### src/pkg/btc_pkg.sv
package btc_pkg;
  localparam int unsigned DATA_W = 32;
  localparam int unsigned ADDR_W = 8;
  localparam int unsigned CNT_W = 16;
  // register byte addresses
  localparam logic [ADDR_W-1:0] CTRL_ADDR = 8'h00;
  localparam logic [ADDR_W-1:0] COUNT_ADDR = 8'h04;
  localparam logic [ADDR_W-1:0] PERIOD_ADDR = 8'h08;
  localparam logic [ADDR_W-1:0] IDLE_ADDR = 8'h0c;
  // control field positions
  localparam int unsigned ENABLE_BIT = 15;
  localparam int unsigned STOP_IDLE_BIT = 13;
  localparam int unsigned WR_DIS_BIT = 12;
  localparam int unsigned WIP_BIT = 11;
  localparam int unsigned ECS_LO = 8;
  localparam int unsigned GATE_BIT = 7;
  localparam int unsigned PRESCALE_LO = 4;
  localparam int unsigned SYNC_BIT = 2;
  localparam int unsigned CS_BIT = 1;
  localparam logic [DATA_W-1:0] CTRL_WMASK = 32'h0000_b3b6;
  localparam logic [DATA_W-1:0] CTRL_RESET = 32'h0000_0000;
  localparam logic [CNT_W-1:0] PERIOD_RESET = 16'hffff;
  // external clock selection codes
  localparam logic [1:0] ECS_SOSC = 2'h0;
  localparam logic [1:0] ECS_PIN = 2'h1;
  localparam logic [1:0] ECS_RC_OSC = 2'h2;
  // cycles for an asynchronous counter write to settle in the timer
  localparam int unsigned ASYNC_WR_CYCLES = 3;
  localparam logic [1:0] RESP_OKAY = 2'h0;
  localparam logic [1:0] RESP_SLVERR = 2'h2;

  typedef struct packed {
    logic enable;
    logic stop_in_idle;
    logic async_write_disable;
    logic [1:0] external_clock_select;
    logic gated_accumulate_enable;
    logic [1:0] prescale_select;
    logic external_clock_sync;
    logic clock_source_select;
  } btc_ctrl_t;

  typedef struct packed {
    logic [ADDR_W-1:0] awaddr;
    logic awvalid;
    logic [DATA_W-1:0] wdata;
    logic [3:0] wstrb;
    logic wvalid;
    logic bready;
    logic [ADDR_W-1:0] araddr;
    logic arvalid;
    logic rready;
  } btc_axi_req_t;

  typedef struct packed {
    logic awready;
    logic wready;
    logic [1:0] bresp;
    logic bvalid;
    logic arready;
    logic [DATA_W-1:0] rdata;
    logic [1:0] rresp;
    logic rvalid;
  } btc_axi_rsp_t;
endpackage

### src/verilog/btc_timer.sv
`timescale 1ns/1ps
// Functional notes
// - the counter advances only while the enable bit is set.
// - with stop-in-idle set the counter halts while the device idles, else it keeps running.
// - with write-disable set, a counter write during a pending async write is dropped.
// - with write-disable clear, back-to-back counter writes are all accepted.
// - in async mode the write-in-progress flag is 1 while a counter write settles, else 0.
// - in sync mode the write-in-progress flag reads 0.
// - the external clock select picks oscillator, timer clock pin or RC oscillator; 11 none.
// - with clock source select 1, the gate enable has no effect.
// - with clock source select 0, the gate enable turns gated accumulation on and off.
// - unimplemented control bits, upper halfword included, read 0 and ignore writes.
module btc_timer #(
  parameter int unsigned CNT_W = btc_pkg::CNT_W
) (
  input wire logic aclk,
  input wire logic aresetn,
  input wire btc_pkg::btc_axi_req_t axi_req,
  output btc_pkg::btc_axi_rsp_t axi_rsp,
  input wire logic device_idle,
  input wire logic secondary_osc,
  input wire logic timer_clock_pin,
  input wire logic low_power_rc_osc,
  input wire logic gate_in,
  output logic [CNT_W-1:0] counter_value,
  output logic period_match
);
  import btc_pkg::*;

  typedef struct packed {
    btc_ctrl_t ctrl;
    logic [CNT_W-1:0] count;
    logic [CNT_W-1:0] period;
    logic [CNT_W-1:0] pend_val;
    logic [1:0] wip_cnt;
    logic [2:0] ext_sync;
    logic [2:0] gate_sync;
    logic ext_prev;
    logic [7:0] pre_cnt;
    logic match;
    logic aw_got;
    logic [ADDR_W-1:0] aw_addr;
    logic w_got;
    logic [DATA_W-1:0] w_data;
    logic [3:0] w_strb;
    logic bvalid;
    logic [1:0] bresp;
    logic rvalid;
    logic [DATA_W-1:0] rdata;
    logic [1:0] rresp;
  } btc_state_t;

  btc_state_t s_q;
  btc_state_t s_d;

  logic ext_sel;
  logic ext_level;
  logic ext_rise;
  logic gate_level;
  logic run;
  logic tick_src;
  logic tick;
  logic async_mode;
  logic wip;
  logic [7:0] pre_lim;
  logic [DATA_W-1:0] ctrl_rd;
  logic [DATA_W-1:0] wmerge;
  logic [DATA_W-1:0] wold;
  logic do_write;
  logic wr_ok;

  // external clock mux; reserved code gives a still source
  always_comb begin
    case (s_q.ctrl.external_clock_select)
      ECS_SOSC: ext_sel = secondary_osc;
      ECS_PIN: ext_sel = timer_clock_pin;
      ECS_RC_OSC: ext_sel = low_power_rc_osc;
      default: ext_sel = 1'b0;
    endcase
  end

  // synchronisers: clock edge counts once stages 2 and 3 agree; gate reads high only while both are high
  assign ext_level = (s_q.ext_sync[1] == s_q.ext_sync[2]) ? s_q.ext_sync[2] : s_q.ext_prev;
  assign ext_rise = ext_level && !s_q.ext_prev;
  assign gate_level = s_q.gate_sync[1] & s_q.gate_sync[2];

  assign async_mode = s_q.ctrl.clock_source_select && !s_q.ctrl.external_clock_sync;
  assign wip = async_mode && (s_q.wip_cnt != 2'h0);

  assign run = s_q.ctrl.enable && !(s_q.ctrl.stop_in_idle && device_idle);

  always_comb begin
    if (s_q.ctrl.clock_source_select) begin
      tick_src = ext_rise;
    end else if (s_q.ctrl.gated_accumulate_enable) begin
      tick_src = gate_level;
    end else begin
      tick_src = 1'b1;
    end
  end

  always_comb begin
    case (s_q.ctrl.prescale_select)
      2'h0: pre_lim = 8'h00;
      2'h1: pre_lim = 8'h07;
      2'h2: pre_lim = 8'h3f;
      default: pre_lim = 8'hff;
    endcase
  end

  assign tick = run && tick_src && (s_q.pre_cnt == pre_lim);

  always_comb begin
    ctrl_rd = '0;
    ctrl_rd[ENABLE_BIT] = s_q.ctrl.enable;
    ctrl_rd[STOP_IDLE_BIT] = s_q.ctrl.stop_in_idle;
    ctrl_rd[WR_DIS_BIT] = s_q.ctrl.async_write_disable;
    ctrl_rd[WIP_BIT] = wip;
    ctrl_rd[ECS_LO +: 2] = s_q.ctrl.external_clock_select;
    ctrl_rd[GATE_BIT] = s_q.ctrl.gated_accumulate_enable;
    ctrl_rd[PRESCALE_LO +: 2] = s_q.ctrl.prescale_select;
    ctrl_rd[SYNC_BIT] = s_q.ctrl.external_clock_sync;
    ctrl_rd[CS_BIT] = s_q.ctrl.clock_source_select;
  end

  always_comb begin
    case (s_q.aw_addr)
      CTRL_ADDR: wold = ctrl_rd;
      COUNT_ADDR: wold = {{(DATA_W-CNT_W){1'b0}}, s_q.count};
      PERIOD_ADDR: wold = {{(DATA_W-CNT_W){1'b0}}, s_q.period};
      default: wold = '0;
    endcase
    for (int i = 0; i < 4; i++) begin
      wmerge[i*8 +: 8] = s_q.w_strb[i] ? s_q.w_data[i*8 +: 8] : wold[i*8 +: 8];
    end
  end

  assign do_write = s_q.aw_got && s_q.w_got && !s_q.bvalid;
  assign wr_ok = (s_q.aw_addr == CTRL_ADDR) || (s_q.aw_addr == COUNT_ADDR)
    || (s_q.aw_addr == PERIOD_ADDR);

  always_comb begin
    s_d = s_q;
    s_d.ext_sync = {s_q.ext_sync[1:0], ext_sel};
    s_d.gate_sync = {s_q.gate_sync[1:0], gate_in};
    s_d.ext_prev = ext_level;
    s_d.match = 1'b0;

    if (run && tick_src) begin
      s_d.pre_cnt = (s_q.pre_cnt == pre_lim) ? 8'h00 : s_q.pre_cnt + 8'h01;
    end
    if (tick) begin
      if (s_q.count == s_q.period) begin
        s_d.count = '0;
        s_d.match = 1'b1;
      end else begin
        s_d.count = s_q.count + 1'b1;
      end
    end

    // async write settles after a fixed delay, then lands in the counter
    if (s_q.wip_cnt != 2'h0) begin
      s_d.wip_cnt = s_q.wip_cnt - 2'h1;
      if (s_q.wip_cnt == 2'h1) begin
        s_d.count = s_q.pend_val;
      end
    end

    if (axi_req.awvalid && !s_q.aw_got) begin
      s_d.aw_got = 1'b1;
      s_d.aw_addr = axi_req.awaddr;
    end
    if (axi_req.wvalid && !s_q.w_got) begin
      s_d.w_got = 1'b1;
      s_d.w_data = axi_req.wdata;
      s_d.w_strb = axi_req.wstrb;
    end
    if (do_write) begin
      s_d.bvalid = 1'b1;
      s_d.bresp = wr_ok ? RESP_OKAY : RESP_SLVERR;
      if (s_q.aw_addr == CTRL_ADDR) begin
        s_d.ctrl.enable = wmerge[ENABLE_BIT] & CTRL_WMASK[ENABLE_BIT];
        s_d.ctrl.stop_in_idle = wmerge[STOP_IDLE_BIT];
        s_d.ctrl.async_write_disable = wmerge[WR_DIS_BIT];
        s_d.ctrl.external_clock_select = wmerge[ECS_LO +: 2];
        s_d.ctrl.gated_accumulate_enable = wmerge[GATE_BIT];
        s_d.ctrl.prescale_select = wmerge[PRESCALE_LO +: 2];
        s_d.ctrl.external_clock_sync = wmerge[SYNC_BIT];
        s_d.ctrl.clock_source_select = wmerge[CS_BIT];
      end else if (s_q.aw_addr == COUNT_ADDR) begin
        if (!async_mode) begin
          s_d.count = wmerge[CNT_W-1:0];
        end else if (!(s_q.ctrl.async_write_disable && s_q.wip_cnt != 2'h0)) begin
          s_d.pend_val = wmerge[CNT_W-1:0];
          s_d.wip_cnt = 2'(ASYNC_WR_CYCLES);
        end
      end else if (s_q.aw_addr == PERIOD_ADDR) begin
        s_d.period = wmerge[CNT_W-1:0];
      end
    end
    if (s_q.bvalid && axi_req.bready) begin
      s_d.bvalid = 1'b0;
      s_d.aw_got = 1'b0;
      s_d.w_got = 1'b0;
    end

    if (axi_req.arvalid && !s_q.rvalid) begin
      s_d.rvalid = 1'b1;
      s_d.rresp = RESP_OKAY;
      case (axi_req.araddr)
        CTRL_ADDR: s_d.rdata = ctrl_rd;
        COUNT_ADDR: s_d.rdata = {{(DATA_W-CNT_W){1'b0}}, s_q.count};
        PERIOD_ADDR: s_d.rdata = {{(DATA_W-CNT_W){1'b0}}, s_q.period};
        IDLE_ADDR: s_d.rdata = {{(DATA_W-1){1'b0}}, device_idle};
        default: begin
          s_d.rdata = '0;
          s_d.rresp = RESP_SLVERR;
        end
      endcase
    end else if (s_q.rvalid && axi_req.rready) begin
      s_d.rvalid = 1'b0;
    end
  end

  always_ff @(posedge aclk) begin
    if (!aresetn) begin
      s_q <= '0;
      s_q.period <= PERIOD_RESET;
    end else begin
      s_q <= s_d;
    end
  end

  assign axi_rsp.awready = !s_q.aw_got;
  assign axi_rsp.wready = !s_q.w_got;
  assign axi_rsp.bvalid = s_q.bvalid;
  assign axi_rsp.bresp = s_q.bresp;
  assign axi_rsp.arready = !s_q.rvalid;
  assign axi_rsp.rvalid = s_q.rvalid;
  assign axi_rsp.rdata = s_q.rdata;
  assign axi_rsp.rresp = s_q.rresp;
  assign counter_value = s_q.count;
  assign period_match = s_q.match;
endmodule // btc_timer
### config.mk
export PLATFORM = sky130hd
export DESIGN_NAME = btc_timer
export DESIGN_NICKNAME = d
export VERILOG_FILES = /design/src/pkg/btc_pkg.sv /design/src/verilog/btc_timer.sv
export SDC_FILE = /design/constraint.sdc
export NUM_CORES = 1
export LEC_CHECK = 0
export BUFFER_PORTS_ARGS = -buffer_cell sky130_fd_sc_hd__clkbuf_2
export CAP_MARGIN = 40
export CORE_AREA = 2 2 94 165
export CTS_CLUSTER_DIAMETER = 50
export CTS_CLUSTER_SIZE = 16
export DETAILED_ROUTE_END_ITERATION = 8
export DIE_AREA = 0 0 96 167
export HOLD_SLACK_MARGIN = 0.12
export PLACE_DENSITY = 0.69
export REMOVE_ABC_BUFFERS = 1
export SLEW_MARGIN = 40
export SYNTH_ARGS = -nofsm -noshare
export SYNTH_HDL_FRONTEND = slang
export SYNTH_SLANG_ARGS = --single-unit
### constraint.sdc
create_clock -name aclk -period 2.9 [get_ports aclk]
set_input_delay 0.435 -clock aclk [delete_from_list [all_inputs] [get_ports aclk]]
set_output_delay 0.435 -clock aclk [all_outputs]
set_load 0.01 [all_outputs]
== Word level (Yosys, flattened, before mapping) ==
Index checks and enable logic that the tools add are counted.
Widths: inputs -> output; s select.

* $add $sub $neg: 3
* Reductions and logical operators: 36
* Eq/ne operators: 13
* Muxes and demuxes: 29
* Bitwise gates (word level): 5

{| class="wikitable"
|+ Operators by type and width
! kind !! number
|-
| $mux 16 || 8
|-
| $mux 50 || 2
|-
| $pmux 16 s4 || 1
|-
| $mux 18 || 3
|-
| $pmux 16 s2 || 1
|-
| $eq 8x4->1 const B || 3
|-
| $mux 8 || 3
|-
| $pmux 8 s3 || 1
|-
| $add 16x1->16 const B || 1
|-
| $eq 16x16->1 || 1
|-
| $eq 8x3->1 const B || 2
|-
| $logic_not 8->1 || 2
|-
| $logic_and 1x1->1 || 15
|-
| $add 8x1->8 const B || 1
|-
| $eq 8x8->1 || 1
|-
| $logic_not 1->1 || 7
|-
| $eq 2x1->1 const B || 3
|-
| $mux 1 || 6
|-
| $mux 2 || 3
|-
| $reduce_and 5->1 || 1
|-
| $eq 2x2->1 const B || 2
|-
| $logic_not 2->1 || 2
|-
| $not 1->1 || 4
|-
| $reduce_and 2->1 || 2
|-
| 9 further kinds || 11
|}

* Flip-flop bits (word level): 142
* Input bits: 64
* Output and inout port bits: 58

== Logic depth before layout (Yosys ltp) ==
* Word-level depth: 13
* Depth in mapped cells: 9
* Depth with buffers taken out: 7

== Worst setup path after synthesis ==
OpenSTA, ideal clock, no wires.

* Path type: reg2reg
* Start point: register s_q, in the netlist counter_value[7]
* End point: register s_q, in the netlist counter_value[10]
* Arrival: 2.106 ns
* Required time: 2.778 ns
* Clock period less this slack: 2.227 ns
* Path buffers: 3
* Cell stages (with the launch flop): 9
* Setup slack: 0.673 ns
* Cells stage by stage: dfxtp_1 clkbuf_1 xnor2_1 nand4_1 nor4_1 clkbuf_1 clkbuf_1 o21ai_0 o311a_1

* Longest elaborated chain between the ends: 9
* Elaborated cells between the ends (all ways): 10

{| class="wikitable"
|+ RTL lines
! element !! line !! RTL
|-
| from (decl) || btc_timer.sv:53 || <nowiki>btc_state_t s_q;</nowiki>
|-
| $add 16x1->16 / $eq 16x16->1 (equally long branches) || btc_timer.sv:157, btc_timer.sv:153 ||
|-
| $mux 16 * || btc_timer.sv:153 || <nowiki>if (s_q.count == s_q.period) begin</nowiki>
|-
| $mux 16 * || btc_timer.sv:152 || <nowiki>if (tick) begin</nowiki>
|-
| $mux 16 || btc_timer.sv:164 || <nowiki>if (s_q.wip_cnt == 2'h1) begin</nowiki>
|-
| $mux 16 * || btc_timer.sv:162 || <nowiki>if (s_q.wip_cnt != 2'h0) begin</nowiki>
|-
| $mux 16 || btc_timer.sv:191 || <nowiki>if (!async_mode) begin</nowiki>
|-
| $mux 16 || btc_timer.sv:190 || <nowiki>end else if (s_q.aw_addr == COUNT_ADDR) begin</nowiki>
|-
| $mux 50 || btc_timer.sv:181 || <nowiki>if (s_q.aw_addr == CTRL_ADDR) begin</nowiki>
|-
| $mux 50 * || btc_timer.sv:178 || <nowiki>if (do_write) begin</nowiki>
|}

Every way passes the cells marked *; elsewhere a longest branch is shown, timed or not.
A chain may end at the register's enable or synchronous reset.

== Worst setup path after layout ==
* Start point: register s_q[75] (netlist name)
* End point: register s_q, in the netlist counter_value[5]

* Longest elaborated chain between the ends: 7
* Elaborated cells between the ends (all ways): 9

{| class="wikitable"
|+ RTL lines
! element !! line !! RTL
|-
| $eq 8x4->1 / $eq 8x3->1 (equally long branches) || btc_timer.sv:127, btc_timer.sv:190 ||
|-
| $pmux 16 s2 || btc_timer.sv:127 || <nowiki>case (s_q.aw_addr)</nowiki>
|-
| $mux 8 || btc_timer.sv:134 || <nowiki>wmerge[i*8 +: 8] = s_q.w_strb[i] ? s_q.w_data[i*8 +: 8] : wold[i*8 +: 8];</nowiki>
|-
| $mux 16 || btc_timer.sv:191 ||
|-
| $mux 16 || btc_timer.sv:190 ||
|-
| $mux 50 * || btc_timer.sv:181 ||
|-
| $mux 50 * || btc_timer.sv:178 ||
|}

Marked as above.

==> impl_metrics.py <==
metrics = {
    "run_status": {
        "outcome": "finished clean",
    },
    "clocking": {
        "clk_latency_ns": 0.42,
        "cts_resized": 0,
        "cts_buffer_depth": 2,
        "numClockSinks": 124,
        "h-tree-depth": 4,
        "ctsHoldBuffers": 0,
        "tritoncts": "built",
        "clockRootBuffer": "clkbuf_16",
        "post-cts-setup-buffer-count": 0,
        "clkSlewWorstSetupHoldPaths_ns": 0.06,
        "cts_made_buffers": 17,
    },
    "route": {
        "wirelength_um": 19000,
        "wire_per_inst_um": 17.7,
        "viasPerCell": 5.72,
        "dr.pass1.iters": 5,
        "drt_iter0_markers": 469,
        "vias": 6162,
        "drc": 0,
        "antenna_left": 0,
    },
    "setup_path": {
        "crit_start": "s_q[75]$_SDFFE_PN0P_",
        "cp_max_fo": 22,
        "endpoint_kind": "flop",
        "cp.required_ns": 3.19,
        "reg2reg_from": "s_q[75]$_SDFFE_PN0P_",
        "ff2ff_path_depth": 6,
        "cp_data_arrival_time_ns": 2.78,
        "crit_type": "reg -> reg",
        "startpoint_type": "flop",
    },
    "logic_synthesis": {
        "yosysWarnings": 0,
        "syn_inst": 840,
        "avgSynthCellArea_um2": 7.74,
        "syn_area_um2": 6500,
        "synthFlopType": "dfxtp_1",
        "synth_edf_count": 0,
        "synth_top_cell_by_area": "dfxtp_1",
        "ys_seq_area_frac": 0.382,
        "synthTopCellsByArea": "dfxtp_1, nand2_1, buf_4",
        "synthArstFlopShare": 0,
        "synth_top_area_frac": 0.382,
        "ys_types": 63,
        "synth-seq-cells": 124,
    },
    "timing": {
        "finalSetupTns_ns": 0,
        "relSlewSlack": 0.445,
        "rsz0062_at_grt": "false",
        "worst_pin_slew_ns": 0.833,
        "report.final.slew_viol_count": 0,
        "setup_viol": 0,
        "max_freq_mhz": 402,
        "clock_skew_ns": 0.00654,
        "finalHoldViolations": 0,
        "finalCritPeriodShare": 0.859,
        "period_needed_ns": 2.49,
    },
    "final_layout": {
        "layout-drive-gt1-share": 0.190,
        "final_common_cell": "nand2_1",
        "syn_to_final_growth_pct": 15.0,
        "final_cell_mix": "nand2_1, dfxtp_1, clkbuf_2",
        "instances_no_fill": 1077,
        "nFillCells": 1454,
        "multi_input_area_um2": 3430,
        "layout.nets": 947,
        "diodes": 0,
        "seqCellArea_um2": 2480,
    },
    "job": {
        "drv_cap": 0,
    },
    "hold_path": {
        "min_path_type": "in -> reg",
        "min_path_cells": 2,
        "min-delay-start": "axi_req[0]",
    },
    "global_route": {
        "overflow": 0,
        "grt_use_total": 0.245,
        "grt_pass1_vias": 6023,
        "grt_max_degree": 36,
        "grt_pass1_wl_um": 30500,
        "antenna_found_initial": 0,
    },
    "power_and_ir_drop": {
        "irDropWorstVdd_v": 0.000378,
        "power_w": 0.00432,
        "p_leak_nw": 2.91,
        "p_per_area_nw_per_um2": 578,
    },
    "die": {
        "io_pins": 122,
        "core_um2": 14700,
        "die_x_um": 96,
        "die_h_um": 167,
        "die-area_um2": 16000,
        "initial_core_util": 0.443,
        "fp-row-count": 59,
    },
    "place": {
        "numPortBuffers": 85,
        "dp.cells": 1045,
        "gp_congestion": 0.896,
        "dp_hpwl_um": 13600,
    },
}
==> synthesized netlist by cell type (3+ instances only) <==
library cell / n
buf_1: 4
a31oi_1: 5
buf_2: 4
a221oi_1: 3
nor4_1: 9
nand3_1: 18
nor2_1: 81
nand2b_1: 6
a2bb2oi_1: 7
xnor2_1: 17
clkbuf_1: 53
nand4_1: 11
nand2_1: 141
a2111oi_0: 3
nand3b_1: 3
nor3_1: 26
and2_1: 6
buf_4: 55
a211oi_1: 16
nor2b_1: 13
o211ai_1: 8
xor2_1: 4
inv_1: 7
or3_1: 5
o21ai_0: 41
or4_1: 4
o31ai_1: 5
mux2i_1: 20
dfxtp_1: 124
o21a_1: 5
a21oi_1: 62
and3_1: 4
a22oi_1: 29
o32ai_1: 4
==> where the power goes <==
part	internal, W	switching (W)
Sequential	0.00175	0.0000507
Combinational	0.000168	0.000257
Clock	0.00129	0.000814
Total	0.00320	0.00112
==> state kept, by name, indices dropped and copies added (netlist names) <==
register       count
period_match       1
s_q               73
axi_rsp           20
counter_value     16
ctrl_rd           10
s_d                4
==> worst paths after layout <==
path | endpoint | slack (ns)
setup / recovery | counter_value[5]$_SDFF_PN0_ | 0.41
hold / removal | axi_rsp[0]$_SDFFE_PN0P_ | 0.20
setup reg to reg | counter_value[5]$_SDFF_PN0_ | 0.41
hold reg to reg | s_d[96]$_SDFF_PN0_ | 0.43
==> cells by family (layout without fill, tap and decap cells) <==
kind of cell / count (synthesis) / in the layout / share of synthesized area
XOR/XNOR: 21 / 21 / 0.0283
other: 1 / 18 / 0.000577
multiplexers: 21 / 21 / 0.0325
AO/OA/AOI/OAI: 208 / 208 / 0.211
AND/OR/NAND/NOR: 339 / 339 / 0.237
flip-flops: 124 / 124 / 0.382
adder cells (fa/ha/maj): 2 / 2 / 0.00385
buffers and inverters: 124 / 161 / 0.104
==> final cells by class <==
cell class	count	share of cell area
clock buffers	18	0.0587
well taps	183	0.0306
flip-flops and latches	124	0.332
inverters	7	0.00351
clock inverters	14	0.0194
repair buffers	122	0.0974
multi-input cells	609	0.458
==> layer usage <==
metal	global-route usage	part of all wire	vias to the layer above
met4	0.145	0.052	0
met5	0	0	-
li1	-	-	2974
met2	0.420	0.51	240
met3	0.0326	0.049	59
met1	0.280	0.39	2889
==> metrics by stage <==
step	setup slack, ns	instance area, um^2	hold WS, ns	util
after floorplan	-0.233	5910	0.412	-
after global placement	0.476	6880	0.417	0.469
after detailed placement	0.455	6890	0.422	0.469
after CTS	0.449	7470	0.192	0.509
after global routing	0.204	7480	0.194	0.509
final	0.409	7480	0.196	0.509
==> worst max-delay path: stages, from the launching register on <==
cell,delay [ns]
dfxtp_1,0.32
or4_1,0.60
nor3_2,0.43
and3_1,0.23
buf_4,0.28
a2111oi_0,0.10
a2111oi_0,0.39
Note: power is estimated with default switching activity, not from simulation.
